==> config.mk <==
export PLATFORM = sky130hd
export DESIGN_NAME = scxd_byte_mover
export DESIGN_NICKNAME = d
export VERILOG_FILES = /design/src/hdl/scxd_pkg.sv /design/src/hdl/scxd_byte_mover.sv
export SDC_FILE = /design/constraint.sdc
export NUM_CORES = 1
export LEC_CHECK = 0
export ABC_AREA = 1
export BUFFER_PORTS_ARGS = -buffer_cell sky130_fd_sc_hd__buf_2
export CAP_MARGIN = 0
export CELL_PAD_IN_SITES_DETAIL_PLACEMENT = 0
export CELL_PAD_IN_SITES_GLOBAL_PLACEMENT = 1
export CORE_MARGIN = 1
export CORE_UTILIZATION = 25
export CTS_CLUSTER_DIAMETER = 120
export CTS_CLUSTER_SIZE = 25
export DETAILED_ROUTE_END_ITERATION = 8
export PLACE_DENSITY_LB_ADDON = 0.1
export SLEW_MARGIN = 0
export SYNTH_ARGS = -nofsm -noshare
export SYNTH_HDL_FRONTEND = slang
export SYNTH_SLANG_ARGS = --single-unit
==> constraint.sdc <==
create_clock -name pclk -period 8.8 [get_ports pclk]
set_input_delay 1.32 -clock pclk [delete_from_list [all_inputs] [get_ports pclk]]
set_output_delay 1.32 -clock pclk [all_outputs]
set_load 0.01 [all_outputs]
==> src/hdl/scxd_pkg.sv <==
package scxd_pkg;
  // ***************************************************
  // register offsets (byte addresses, one word each)
  // ***************************************************
  localparam logic [7:0] ADDR_SELECT   = 8'h00;
  localparam logic [7:0] ADDR_CONTROL  = 8'h04;
  localparam logic [7:0] ADDR_WRAP     = 8'h08;
  localparam logic [7:0] ADDR_BASE     = 8'h0c;
  localparam logic [7:0] ADDR_OFFSET   = 8'h10;
  localparam logic [7:0] ADDR_SIZE     = 8'h14;
  localparam logic [7:0] ADDR_ENABLES  = 8'h18;
  localparam logic [7:0] ADDR_ACTIVITY = 8'h1c;
  localparam logic [7:0] ADDR_FULL     = 8'h20;
  localparam logic [7:0] ADDR_HALF     = 8'h24;
  // ***************************************************
  // channel control fields
  // ***************************************************
  localparam int CTL_FUNC_LSB  = 0;
  localparam int CTL_ENDIAN    = 4;
  localparam int CTL_STALL     = 5;
  localparam int CTL_HALF_IE   = 6;
  localparam int CTL_FULL_IE   = 7;
  localparam int CTL_W         = 8;
  localparam int BASE_W        = 12;
  localparam int OFS_W         = 10;
  localparam int NCH           = 7;
  localparam logic [7:0] CTL_RESET = 8'h00;
  // ***************************************************
  // transfer functions
  // ***************************************************
  typedef enum logic [2:0] {
    SCXD_RAM_TO_ENC, SCXD_ENC_TO_RAM, SCXD_RAM_TO_CRC, SCXD_RAM_TO_SPI,
    SCXD_SPI_TO_RAM, SCXD_RAM_TO_KEY, SCXD_RAM_TO_BLK, SCXD_RAM_TO_XOR
  } scxd_func_t;
endpackage

==> src/hdl/scxd_byte_mover.sv <==
// Local design decisions: the address map and the APB register port.
`timescale 1ns/1ns
module scxd_byte_mover
  import scxd_pkg::*;
(
  // apb
  input  wire logic                pclk,
  input  wire logic                presetn,
  input  wire logic                psel,
  input  wire logic                penable,
  input  wire logic                pwrite,
  input  wire logic [7:0]          paddr,
  input  wire logic [31:0]         pwdata,
  output logic      [31:0]         prdata,
  output logic                     pready,
  output logic                     pslverr,
  // peripheral requests, one per channel
  input  wire logic [scxd_pkg::NCH-1:0] function_select_req,
  // processor holds ram / register space this cycle
  input  wire logic                cpu_busy,
  // data ram port
  output logic      [11:0]         ram_addr,
  output logic                     ram_rd,
  output logic                     ram_wr,
  output logic      [7:0]          ram_wdata,
  input  wire logic [7:0]          ram_rdata,
  // peripheral register port
  output logic      [2:0]          reg_func,
  output logic                     reg_wr,
  output logic      [7:0]          reg_wdata,
  output logic                     reg_rd,
  input  wire logic [7:0]          reg_rdata,
  // flags
  output logic      [scxd_pkg::NCH-1:0] full_flags,
  output logic      [scxd_pkg::NCH-1:0] half_flags
);
  import scxd_pkg::*;

  // ***************************************************
  // per-channel configuration
  // ***************************************************
  logic [2:0]        sel_q;
  logic [CTL_W-1:0]  ctl_q  [NCH];
  logic              wrap_q [NCH];
  logic [BASE_W-1:0] base_q [NCH];
  logic [OFS_W-1:0]  ofs_q  [NCH];
  logic [OFS_W-1:0]  size_q [NCH];
  logic [NCH-1:0]    en_q, busy_q, full_q, half_q;

  logic apb_wr, apb_rd, sel_ok, sel_busy;
  assign apb_wr   = psel & penable & pwrite;
  assign apb_rd   = psel & penable & ~pwrite;
  assign sel_ok   = (sel_q < 3'(NCH));
  assign sel_busy = sel_ok & busy_q[sel_q];

  // ***************************************************
  // engine state
  // ***************************************************
  logic [2:0] ch_q;     // channel in flight
  logic       act_q;    // engine owns channel ch_q
  logic       rd2_q;    // ram read issued, register write pending
  logic       go;
  logic       step;      // one byte completes this cycle
  logic       stop_here; // current byte raises a flag, channel must pause
  logic [2:0] win;
  logic [NCH-1:0] want;

  // eligible: enabled, not stalled, flags clear, requested or already busy
  always_comb begin
    for (int i = 0; i < NCH; i++)
      want[i] = en_q[i] & ~ctl_q[i][CTL_STALL] & ~full_q[i] & ~half_q[i]
                & (function_select_req[i] | busy_q[i])
                & ~(stop_here && ch_q == 3'(i));
    win = 3'h0;
    for (int i = NCH - 1; i >= 0; i--)
      if (want[i])
        win = 3'(i);
  end
  // processor always pre-empts the engine
  assign go = ~cpu_busy & (|want) & ~rd2_q;

  logic [OFS_W-1:0] cur_ofs, nxt_ofs, half_pt;
  logic             last, to_ram, half_hit;
  assign cur_ofs = ofs_q[ch_q];
  assign to_ram  = (ctl_q[ch_q][2:0] == SCXD_ENC_TO_RAM) |
                   (ctl_q[ch_q][2:0] == SCXD_SPI_TO_RAM);
  assign last    = (cur_ofs == size_q[ch_q] - 10'h001);
  assign half_pt = (size_q[ch_q] >> 1) + {9'h000, size_q[ch_q][0]};
  assign half_hit = (cur_ofs + 10'h001 == half_pt);
  assign nxt_ofs = (last & wrap_q[ch_q]) ? 10'h000
                 : cur_ofs + 10'h001;

  // ***************************************************
  // transfer sequencing
  // ***************************************************
  assign step = act_q & ~cpu_busy & (to_ram | rd2_q);
  // flags land one edge late, so the byte that sets one stops re-arbitration
  assign stop_here = step & (last | half_hit);

  always_ff @(posedge pclk or negedge presetn) begin
    if (!presetn) begin
      act_q <= 1'b0;
      ch_q  <= 3'h0;
      rd2_q <= 1'b0;
    end else if (!act_q || step) begin
      // arbitration only between bytes
      act_q <= go;
      ch_q  <= go ? win : ch_q;
      rd2_q <= 1'b0;
    end else if (!cpu_busy && !to_ram) begin
      rd2_q <= 1'b1;
    end
  end

  // ***************************************************
  // ram and register ports
  // ***************************************************
  // ram data stands one cycle only; keep it in case the processor delays
  logic       rdv_q;     // ram read data valid this cycle
  logic       wr_pend_q; // register write due next edge
  logic [7:0] data_q;    // held ram read data
  always_ff @(posedge pclk or negedge presetn) begin
    if (!presetn) begin
      rdv_q     <= 1'b0;
      wr_pend_q <= 1'b0;
      data_q    <= 8'h00;
    end else begin
      rdv_q     <= ram_rd;
      wr_pend_q <= step & ~to_ram;
      data_q    <= rdv_q ? ram_rdata : data_q;
    end
  end

  always_ff @(posedge pclk or negedge presetn) begin
    if (!presetn) begin
      ram_addr  <= 12'h000;
      ram_rd    <= 1'b0;
      ram_wr    <= 1'b0;
      ram_wdata <= 8'h00;
      reg_func  <= 3'h0;
      reg_wr    <= 1'b0;
      reg_rd    <= 1'b0;
      reg_wdata <= 8'h00;
    end else begin
      ram_addr  <= base_q[ch_q] + {2'b00, cur_ofs};
      ram_rd    <= act_q & ~cpu_busy & ~to_ram & ~rd2_q;
      ram_wr    <= step & to_ram;
      ram_wdata <= reg_rdata;
      reg_rd    <= step & to_ram;
      reg_func  <= ctl_q[ch_q][2:0];
      reg_wr    <= wr_pend_q;
      reg_wdata <= rdv_q ? ram_rdata : data_q;
    end
  end

  // ***************************************************
  // registers and channel counters
  // ***************************************************
  always_ff @(posedge pclk or negedge presetn) begin
    if (!presetn) begin
      sel_q  <= 3'h0;
      en_q   <= '0;
      busy_q <= '0;
      full_q <= '0;
      half_q <= '0;
      for (int i = 0; i < NCH; i++) begin
        ctl_q[i]  <= CTL_RESET;
        wrap_q[i] <= 1'b0;
        base_q[i] <= '0;
        ofs_q[i]  <= '0;
        size_q[i] <= '0;
      end
    end else begin
      if (apb_wr) begin
        unique case (paddr)
          ADDR_SELECT: sel_q <= pwdata[2:0];
          ADDR_CONTROL: if (sel_ok) ctl_q[sel_q] <= pwdata[7:0];
          ADDR_WRAP: if (sel_ok) wrap_q[sel_q] <= pwdata[0];
          ADDR_BASE: if (sel_ok && !sel_busy)
            base_q[sel_q] <= pwdata[11:0];
          ADDR_OFFSET: if (sel_ok && !sel_busy)
            ofs_q[sel_q] <= pwdata[9:0];
          ADDR_SIZE: if (sel_ok && !sel_busy)
            size_q[sel_q] <= pwdata[9:0];
          ADDR_ENABLES: en_q <= pwdata[NCH-1:0];
          ADDR_ACTIVITY: busy_q <= busy_q | pwdata[NCH-1:0];
          ADDR_FULL: full_q <= full_q & pwdata[NCH-1:0];
          ADDR_HALF: half_q <= half_q & pwdata[NCH-1:0];
          default: ;
        endcase
      end
      if (act_q && !(apb_wr && paddr == ADDR_ACTIVITY))
        busy_q[ch_q] <= 1'b1;
      if (step) begin
        ofs_q[ch_q] <= nxt_ofs;
        // set wins over a software clear in the same cycle
        if (last) begin
          full_q[ch_q] <= 1'b1;
          busy_q[ch_q] <= 1'b0;
        end
        if (half_hit)
          half_q[ch_q] <= 1'b1;
        if (!function_select_req[ch_q] && !last)
          busy_q[ch_q] <= 1'b0;
      end
    end
  end

  // ***************************************************
  // apb read and outputs
  // ***************************************************
  always_ff @(posedge pclk or negedge presetn) begin
    if (!presetn) begin
      prdata <= 32'h0;
      pready <= 1'b0;
    end else begin
      pready <= psel & ~penable;
      prdata <= 32'h0;
      if (psel && !penable && !pwrite) begin
        unique case (paddr)
          ADDR_SELECT:   prdata <= {29'h0, sel_q};
          ADDR_CONTROL:  prdata <= sel_ok ? {24'h0, ctl_q[sel_q]} : 32'h0;
          ADDR_WRAP:     prdata <= sel_ok ? {31'h0, wrap_q[sel_q]} : 32'h0;
          ADDR_BASE:     prdata <= sel_ok ? {20'h0, base_q[sel_q]} : 32'h0;
          ADDR_OFFSET:   prdata <= sel_ok ? {22'h0, ofs_q[sel_q]} : 32'h0;
          ADDR_SIZE:     prdata <= sel_ok ? {22'h0, size_q[sel_q]} : 32'h0;
          ADDR_ENABLES:  prdata <= {25'h0, en_q};
          ADDR_ACTIVITY: prdata <= {25'h0, busy_q};
          ADDR_FULL:     prdata <= {25'h0, full_q};
          ADDR_HALF:     prdata <= {25'h0, half_q};
          default:       prdata <= 32'h0;
        endcase
      end
    end
  end
  assign pslverr    = 1'b0;
  assign full_flags = full_q;
  assign half_flags = half_q;

  // ***************************************************
  // checks
  // ***************************************************
  a_stall_blocks: assert property (@(posedge pclk) disable iff (!presetn)
    (!act_q && go) |-> !ctl_q[win][CTL_STALL])
    else $error("stalled channel started");
  a_full_blocks: assert property (@(posedge pclk) disable iff (!presetn)
    (!act_q && go) |-> !full_q[win] && en_q[win])
    else $error("flagged or disabled channel started");
  a_write_two: assert property (@(posedge pclk) disable iff (!presetn)
    (step && !to_ram) |-> ##2 reg_wr)
    else $error("register write missing");
  a_cpu_first: assert property (@(posedge pclk) disable iff (!presetn)
    cpu_busy |-> !step)
    else $error("engine moved while processor busy");
  a_full_set: assert property (@(posedge pclk) disable iff (!presetn)
    (step && last) |=> full_q[$past(ch_q)])
    else $error("full flag not set");
  a_ofs_step: assert property (@(posedge pclk) disable iff (!presetn)
    (step && !last) |=> ofs_q[$past(ch_q)] == $past(cur_ofs) + 10'h001)
    else $error("offset did not advance");
  a_wrap_zero: assert property (@(posedge pclk) disable iff (!presetn)
    (step && last && wrap_q[ch_q]) |=> ofs_q[$past(ch_q)] == 10'h000)
    else $error("offset did not wrap");
  a_prio_low: assert property (@(posedge pclk) disable iff (!presetn)
    (!act_q && go && want[0]) |=> ch_q == 3'h0)
    else $error("channel 0 lost arbitration");
endmodule // scxd_byte_mover

# Word-level counts from Yosys, hierarchy flattened
# Cells that the tools add are included.
totals:
  ff_bits: 392
  in_bits: 69
  output_inout_bits: 83
  elab_cells: 314
op_classes:
  n_addsub: 4
  order_cmp: 8
  eq_ne: 19
  muxes: 89
  bitwise_logic: 102
  reduce_logical: 38
ops:
  columns: ["operator", "count"]
  rows:
  - ["70-bit 2-to-1 mux", 4]
  - ["70-bit bitwise mux", 3]
  - ["10-bit 2-to-1 mux", 13]
  - ["10-bit binary-select mux with 3-bit select", 4]
  - ["12-bit case mux with 10 select lines", 1]
  - ["7-bit 2-to-1 mux", 15]
  - ["84-bit bitwise mux", 1]
  - ["12-bit 2-to-1 mux", 7]
  - ["12-bit binary-select mux with 3-bit select", 2]
  - ["10-bit demux with 3-bit select", 2]
  - ["56-bit bitwise mux", 1]
  - ["1-bit AND", 49]
  - ["8-bit binary-select mux with 3-bit select", 2]
  - ["8-bit 2-to-1 mux", 5]
  - ["12-bit demux with 3-bit select", 1]
  - ["8-bit by 5-bit == test with 1-bit output, second input constant", 4]
  - ["1-bit NOT", 32]
  - ["7-bit AND", 4]
  - ["7-bit OR", 4]
  - ["3-bit 2-to-1 mux", 9]
  - ["8-bit demux with 3-bit select", 1]
  - ["10-bit == test", 2]
  - ["1-bit logical AND", 17]
  - ["8-bit by 4-bit == test with 1-bit output, second input constant", 2]
  - ["other kinds (29)", 75]

# Depth between registers and ports, before layout
# Gate-level depths: netlist of the first run.
logic_depth:
  depth_word: 19
  ltp_mapped: 29
  depth_no_buf: 27

# Worst setup path before layout of the first run
# OpenSTA, ideal clock, no wires.
synth_path:
  path_kind: "input to register"
  start: "in paddr[1]"
  end: "reg ctl_q[14] in the netlist's numbering"
  setup_time_ps: 133
  arrival_ps: 3228
  t_required_ps: 8667
  slack_ps: 5439
  stages: 11
  n_path_buf: 1
  path_cell_list: "nor2_1 -> inv_1 -> nor3_1 -> inv_1 -> nor2_1 -> inv_1 -> nor3_1 -> nand2_1 -> clkbuf_1 -> nand2_1 -> o21ai_0"
synth_via:
  elab_chain_cells: 2
synth_rtl:
  columns: ["item", "line", "source"]
  rows:
  - ["from (decl)", "scxd_byte_mover.sv:12", "input wire logic [7:0] paddr,"]
  - ["8-bit by 3-bit == test with 1-bit output", "scxd_byte_mover.sv:175", "unique case (paddr)"]
  - ["3-bit AND reduction (no source line)", null, null]
  - ["to (signal, indexed assignment)", "scxd_byte_mover.sv:177", "ADDR_CONTROL: if (sel_ok) ctl_q[sel_q] <= pwdata[7:0];"]
  - ["to (decl)", "scxd_byte_mover.sv:43", "logic [CTL_W-1:0] ctl_q [NCH];"]
# No other way between the ends.
# A chain may end at the register's enable or synchronous reset.

# Final worst setup path of the first run
layout_path:
  start: "reg ch_q[0]"
  end: "reg ram_addr[10]"
layout_via:
  elab_chain_cells: 5
  elab_cells_between_ends: 8
  classes_between: "1 x add/sub; 6 x mux; 1 x bitwise"
layout_rtl:
  columns: ["item", "line", "source"]
  rows:
  - ["from (decl)", "scxd_byte_mover.sv:59", "logic [2:0] ch_q;"]
  - ["from (signal assigned)", "scxd_byte_mover.sv:108", "ch_q <= go ? win : ch_q;"]
  - ["3-bit NOT with 4-bit output (not written as such) *", "scxd_byte_mover.sv:84, scxd_byte_mover.sv:145", null]
  - ["12-bit binary-select mux with 3-bit select or 10-bit binary-select mux with 3-bit select (tied branches)", "scxd_byte_mover.sv:145, scxd_byte_mover.sv:84", null]
  - ["12-bit 2-to-1 mux (not written as such) or 10-bit 2-to-1 mux (tied branches) (2 in a row)", "scxd_byte_mover.sv:145, scxd_byte_mover.sv:84", null]
  - ["12-bit by 10-bit adder with 12-bit output *", "scxd_byte_mover.sv:145", "ram_addr <= base_q[ch_q] + {2'b00, cur_ofs};"]
  - ["to (signal assigned)", "scxd_byte_mover.sv:145", null]
  - ["to (decl)", "scxd_byte_mover.sv:22", "output logic [11:0] ram_addr,"]
# Every way passes the cells marked *; elsewhere a longest branch is shown, timed or not. The select of a mux whose other input is x is not followed.

==> run summary, run 1 <==
Post_cts resized - 0
Synth area leaders - dfrtp_1 45%, nand2_1 17%, o21ai_0 10%, inv_1 3.4%, nand3_1 3.1%
Final wirelength - 96860 um
Fin crit share - 66.94%
Unrepaired setup endpoints after global routing - no
Slew Limit Fails - 0
Largest net degree at the start of global routing - 139
Worst-path clk slew - 110 ps
DR iter-0 viols - 1856
Dpl hpwl - 64580 um
Row count - 104
CP endpoint kind - flop
Die width - 289.0 um
Mapped Cells - 2764
Fmax - 169.8 MHz
# port buffers - 110
Status - finished clean
I/O pin count - 152
FF+latch count, synth - 372
CP max stage cell - dfrtp_2
Fraction of registers with async set/reset - 100.0%
Commonest cells after routing, fill and taps aside - 952 x nand2_1, 427 x o21ai_0, 370 x dfrtp_1
CTS Buf Count - 21
Commonest non-fill, non-tap cell in the layout - nand2_1
Startpoint types - flop
Post-Syn Area - 20600 sq um
Initial antenna violation count - 7
Pwr/cell area - 209.0 nW/um^2
Max cap viols - 0
Clock Latency Late Sink - 600 ps
DR pass1 iterations - 7
P&R area growth vs syn - 10.55%
Worst path buffer plus inverter count - 2
Die footprint - 83540 sq um
Final setup viols - 0
Leak - 10.09 nW
Least-Margin Pin Slew - 1121 ps
Period minus WS final - 5891 ps
DRC - 0
Initial core utilization - 25.41%
Largest delay contributor family on the critical path - simple AND/OR/NAND/NOR gates
DR vias - 19610
Synth area leader - dfrtp_1
Crit path kind - reg2reg
Top cell type's share of synthesized area - 45.19%
CP max stage delay - 980 ps
WL per Instance - 25.20 um
Sequential cell area - 9311 sq um
CP Cell Sequence - nand2_1, inv_1, nand2_1, nand4_1, nand2_1, o21ai_0, ha_1, inv_1, fa_1, nor2_1, a211oi_1, o21ai_0, nand3_1, nand2_1, a21oi_1, o21ai_0, xor2_1
Clock buffer depth - 3
H-Tree Level Count - 1
Core area - 81070 sq um
Setup TNS - 0 ps
Maximum vdd drop - 0.1200 mV
Antenna-violating nets left - 0
Vias in the first global route - 18790
Post-CTS Hold Buffers - 0
Syn Area/Cell - 7.452 sq um
CTS sink count - 372
Root Buffer - clkbuf_16
CP max FO - 33
Worst Path Arrival - 6400 ps
Layout cells sized above 1 - 8.660%
Area taken by multi-input logic gates - 9782 sq um
First-pass GRT wire length - 138300 um
Die height - 289.0 um
EDFF count, synth - 0
Fillers - 8810
Final net count - 2857
Hold_ws - 364.3 ps
Buffer count from post-CTS setup fixing - 0
Avg Vias per Cell - 5.101
Relative slew slack - 24.30%
Worst hold path class - reg2reg
Placer Congestion - 0.8613
YS warnings - 0
Crit path top cell by count - nand2_1
Worst endpoint required time - 9310 ps
Post-synth cell types - 59
Congestion Overflow GR - 0
Sequential area share after synthesis - 45.19%
Final Hold Vio Count - 0
CTS tree - built
Tot GR Track Use - 23.02%
Ys flop type - dfrtp_1
R2r setup slk - 2910 ps
Clock Skew - 36.59 ps
-- stage by stage --
stage	setup WS [ps]	instances	area, sq um	utilization, %	total power, mW
2_1_floorplan	5439	2784	20670	-	2.921
5_1_grt	2679	3843	22770	28.09	5.029
4_1_cts	2904	3843	22770	28.09	4.824
6_report	2909	3844	22770	28.09	4.760
3_5_place_dp	2919	3810	22060	27.22	3.573
3_3_place_gp	2953	3810	22060	27.22	3.571
-- synthesized netlist by cell type, types with 3 or more instances --
| cell type | instances |
|---|---|
| a21oi_2 | 3 |
| o41ai_1 | 3 |
| a31oi_1 | 10 |
| a211oi_1 | 6 |
| nand3_1 | 126 |
| nor2_1 | 112 |
| o21ai_1 | 7 |
| clkbuf_1 | 125 |
| a41oi_1 | 9 |
| xor2_1 | 6 |
| nor2_4 | 7 |
| a22o_1 | 16 |
| o21ai_0 | 427 |
| mux2_2 | 8 |
| o2111ai_1 | 8 |
| nand4_1 | 25 |
| a31o_2 | 3 |
| a21oi_1 | 70 |
| o21a_1 | 4 |
| buf_4 | 28 |
| inv_1 | 187 |
| buf_2 | 18 |
| dfrtp_1 | 372 |
| buf_1 | 6 |
| o211ai_1 | 3 |
| a221oi_1 | 31 |
| o221ai_1 | 12 |
| nor4_1 | 8 |
| ha_1 | 14 |
| inv_2 | 6 |
| o22ai_1 | 27 |
| a41o_1 | 8 |
| nor3_1 | 24 |
| buf_6 | 9 |
| clkinv_1 | 5 |
| nand2_1 | 952 |
| nand2_2 | 12 |
| a22oi_1 | 32 |
| xnor2_1 | 6 |
| o31ai_1 | 5 |
-- layout make-up --
type                    count  area share [%]
repair buffers            152           3.956
multi-input cells        2028           42.96
inverters                 198           3.264
clock buffers              25           2.462
flip-flops and latches    372           40.89
clock inverters             8          0.6319
well taps                1060           5.824
diodes                      1         0.01099
-- report_power, final --
part           leakage (nW)  switching, mW  internal (mW)
Combinational          4.70           1.16          0.403
Clock                 0.344          0.691          0.535
Sequential             5.05          0.138           1.83
Total                  10.1           1.99           2.77
-- worst reg2reg max path, stage by stage (launching register included) --
cell and delay (ps):
dfrtp_2 980, nand2_1 870, inv_1 940, nand2_1 110, nand4_1 140, nand2_1 60, o21ai_0 410, ha_1 320
inv_1 70, fa_1 460, nor2_1 120, a211oi_1 100, o21ai_0 350, nand3_1 130, nand2_1 120, a21oi_1 110
o21ai_0 340, xor2_1 200
-- layer usage --
| metal | share of wire (%) | up-vias | routed length, um | track usage [%] |
|---|---|---|---|---|
| li1 | - | 9195 | - | - |
| met1 | 45 | 9621 | 43990 | 31.26 |
| met2 | 46 | 655 | 44660 | 37.80 |
| met3 | 5.5 | 132 | 5362 | 3.638 |
| met4 | 2.9 | 6 | 2806 | 6.250 |
| met5 | 0.037 | - | 36 | 0 |
-- final timing paths --
check / from / end / depth (start not counted)
setup reg to reg: ch_q[0] / ram_addr[10] / 17
min in group asynchronous: presetn / reg_wdata[6] / 1
hold / removal: wr_pend_q / reg_wr / 0
hold reg to reg: wr_pend_q / reg_wr / 0
max in group asynchronous: presetn / base_q[43] / 2
setup / recovery: ch_q[0] / ram_addr[10] / 17
-- sequential cells by signal, indices dropped and copies added (netlist names), 8 cells and up --
name       flops
ram_wdata      8
ofs_q         70
size_q        70
ctl_q         56
prdata        12
base_q        84
ram_addr      12
reg_wdata      8
-- kinds of logic after synthesis --
| kind of cell | after synthesis | synth area share (%) |
|---|---|---|
| AOI/OAI and AO/OA | 697 | 19.79 |
| adders and majority gates | 15 | 0.9477 |
| muxes | 8 | 0.4374 |
| DFF | 372 | 45.20 |
| buffers and inverters | 384 | 7.946 |
| other | 1 | 0.01821 |
| and+or+nand+nor | 1275 | 25.15 |
| xor gates and xnor gates | 12 | 0.5103 |
No activity file was read; power rests on OpenSTA's default activity.
==> inputs of run 2 (changes only) <==
ABC_AREA = 0   (was 1)
clock period = 4.9 ns   (was 8.8 ns; I/O delays follow)
==> run 2 against run 1 <==
Net effect: clock power rose by 78%; flip-flop and latch count did not move; hold slack got worse by 200 ps; largest cell class unchanged; power rose by 99%; via count fell by 15%; sequential power rose by 81%; largest power group is now combinational cells; critical path depth fell by 3; critical path type unchanged.
==> run summary, run 2 <==
WL per Instance - 28.58 um
Max cap viols - 0
Vias in the first global route - 17030
Post-synth top cells - 372 x dfrtp_1, 323 x mux2_2, 147 x nand2_1, 126 x nor2_1, 121 x o21ai_0
Fin crit share - 95.23%
Placer Congestion - 0.8744
Sequential cell area - 9324 sq um
Die height - 293.1 um
CTS tree - built
Least-Margin Pin Slew - 1092 ps
FF+latch count, synth - 372
Initial antenna violation count - 3
Clock buffer depth - 3
Fillers - 8799
Area of placed instances - 23480 sq um
Cell area after layout - 24200 sq um
CTS Buf Count - 21
Synth area leader - dfrtp_1
Row count - 106
Period minus WS final - 4666 ps
Pwr/cell area - 390.9 nW/um^2
Buffer count from post-CTS setup fixing - 0
Top cell type's share of synthesized area - 43.94%
CP max FO - 27
Layout cells sized above 1 - 31.68%
Clock Skew - 26.80 ps
H-Tree Level Count - 1
I/O pin count - 152
EDFF count, synth - 0
Post-Syn Area - 21190 sq um
Worst hold path class - in2async
Worst Path Arrival - 5160 ps
Synth area leaders - dfrtp_1 44%, mux2_2 17%, mux2i_1 5.1%, mux4_2 3.4%, o21ai_0 2.9%
Antenna-violating nets left - 0
Worst endpoint required time - 5400 ps
Status - finished clean
CP endpoint kind - flop
Final wirelength - 91820 um
Die width - 293.1 um
Setup TNS - 0 ps
Largest reg by FF count - base_q
Fraction of registers with async set/reset - 100.0%
Final Non-Filler Cells - 3213
DR pass1 iterations - 6
DRC - 0
Syn Area/Cell - 10.87 sq um
Core area - 83820 sq um
Largest net degree at the start of global routing - 108
Slew Limit Fails - 0
Startpoint types - flop
Fmax - 214.3 MHz
CTS sink count - 372
Commonest cells after routing, fill and taps aside - 366 x dfrtp_1, 323 x mux2_2, 147 x nand2_1
Unrepaired setup endpoints after global routing - no
Post-synth cell types - 83
First-pass GRT wire length - 131700 um
Ys flop type - dfrtp_1
Clock Latency Late Sink - 600 ps
Avg Vias per Cell - 5.178
Crit path kind - reg2reg
Dpl hpwl - 64720 um
Worst-path clk slew - 110 ps
Most numerous cell in the Yosys netlist - dfrtp_1
P&R area growth vs syn - 14.21%
Tot GR Track Use - 21.33%
Final setup viols - 0
Final Hold Vio Count - 0
Mapped Cells - 1949
YS warnings - 0
Root Buffer - clkbuf_16
Initial core utilization - 25.28%
Area taken by multi-input logic gates - 11080 sq um
Congestion Overflow GR - 0
Final net count - 2148
Max reg flops - 84
Sequential area share after synthesis - 43.94%
Leak - 10.88 nW
Relative slew slack - 26.41%
# port buffers - 110
Commonest non-fill, non-tap cell in the layout - dfrtp_1
DR iter-0 viols - 1096
Total power - 9.459 mW
Die footprint - 85910 sq um
Maximum vdd drop - 0.2561 mV
DR vias - 16640
Placed cells - 3175
Hold_ws - 162.4 ps
Biggest registers after layout - base_q x84, ofs_q x70, size_q x70
[run 2: cell count changes after synthesis, moves of 21 or more]
| cell | before | now |
|---|---|---|
| a21oi_1 | 70 | 91 |
| a221oi_1 | 31 | 8 |
| a22oi_1 | 32 | 73 |
| clkbuf_1 | 125 | 99 |
| inv_1 | 187 | 27 |
| mux2_2 | 8 | 323 |
| mux2i_1 | 0 | 108 |
| mux4_2 | 0 | 32 |
| nand2_1 | 952 | 147 |
| nand3_1 | 126 | 23 |
| nor2b_1 | 0 | 23 |
| o21ai_0 | 427 | 121 |
[run 2: kinds of logic after synthesis]
kind of cell / Yosys count / share of synthesized area, %
AO/OA/AOI/OAI: 458 / 14.31
XOR/XNOR: 36 / 1.683
adder cells (fa/ha/maj): 15 / 0.9213
buffers and inverters: 188 / 4.258
flip-flops: 372 / 43.94
multiplexers: 465 / 25.80
other: 1 / 0.01770
AND/OR/NAND/NOR: 414 / 9.077
[run 2: timing repair]
item / 4_1_cts / 5_1_grt
endpoints found under the setup margin: 0 / 5
hold buffers: 0 / 0
resized for setup: 0 / 1
[run 2: layer usage]
layer,vias to the layer above,part of all wire [%],GRT usage (%)
met2,414,48,36.02
li1,7362,-,-
met3,95,3.7,2.042
met1,8765,46,29.36
met4,2,2.4,4.738
met5,-,0.014,0
[run 2: per-stage QoR]
stage	utilization, %	setup WS (ps)
after CTS	28.86	201.9
after global routing	28.86	11.96
after floorplan	-	278.7
final	28.87	233.6
after global placement	28.01	187.5
after detailed placement	28.01	228.8
[run 2: final timing paths]
| path | slack, ps | to | cells after the start | from |
|---|---|---|---|---|
| hold / removal | 160 | pready | 1 | presetn |
| setup reg to reg | 230 | ch_q[0] | 14 | ch_q[1] |
| setup / recovery | 230 | ch_q[0] | 14 | ch_q[1] |
| hold reg to reg | 370 | reg_wr | 0 | wr_pend_q |
| min in group pclk | 260 | ram_wdata[1] | 1 | reg_rdata[1] |
| max in group asynchronous | 3480 | ram_wdata[2] | 2 | presetn |
[run 2: layout make-up]
| class | instances | share of cell area (%) |
|---|---|---|
| Multi-Input combinational cell | 1409 | 45.80 |
| Sequential cell | 372 | 38.53 |
| Timing Repair Buffer | 232 | 6.412 |
| Tap cell | 1134 | 5.864 |
| Clock buffer | 25 | 2.317 |
| Clock inverter | 11 | 0.6153 |
| Inverter | 28 | 0.4344 |
| Antenna cell | 2 | 0.02068 |
[run 2: report_power, final]
| part | switching [mW] | total (mW) | internal [mW] |
|---|---|---|---|
| registers | 0.258 | 3.56 | 3.31 |
| clock network | 1.23 | 2.19 | 0.962 |
| logic | 2.28 | 3.71 | 1.43 |
| total | 3.76 | 9.46 | 5.69 |
[run 2: worst max-delay path, cell delays in order (launching register included)]
cell and delay (ps):
dfrtp_4 790, buf_12 300, mux2_2 360, a221o_1 320, nand2_1 100, inv_1 90, ha_1 250, xnor2_1 430
xnor2_1 130, nor4b_1 360, nand4_1 250, o31a_2 420, o31ai_4 310, a21oi_2 130, mux2_4 300
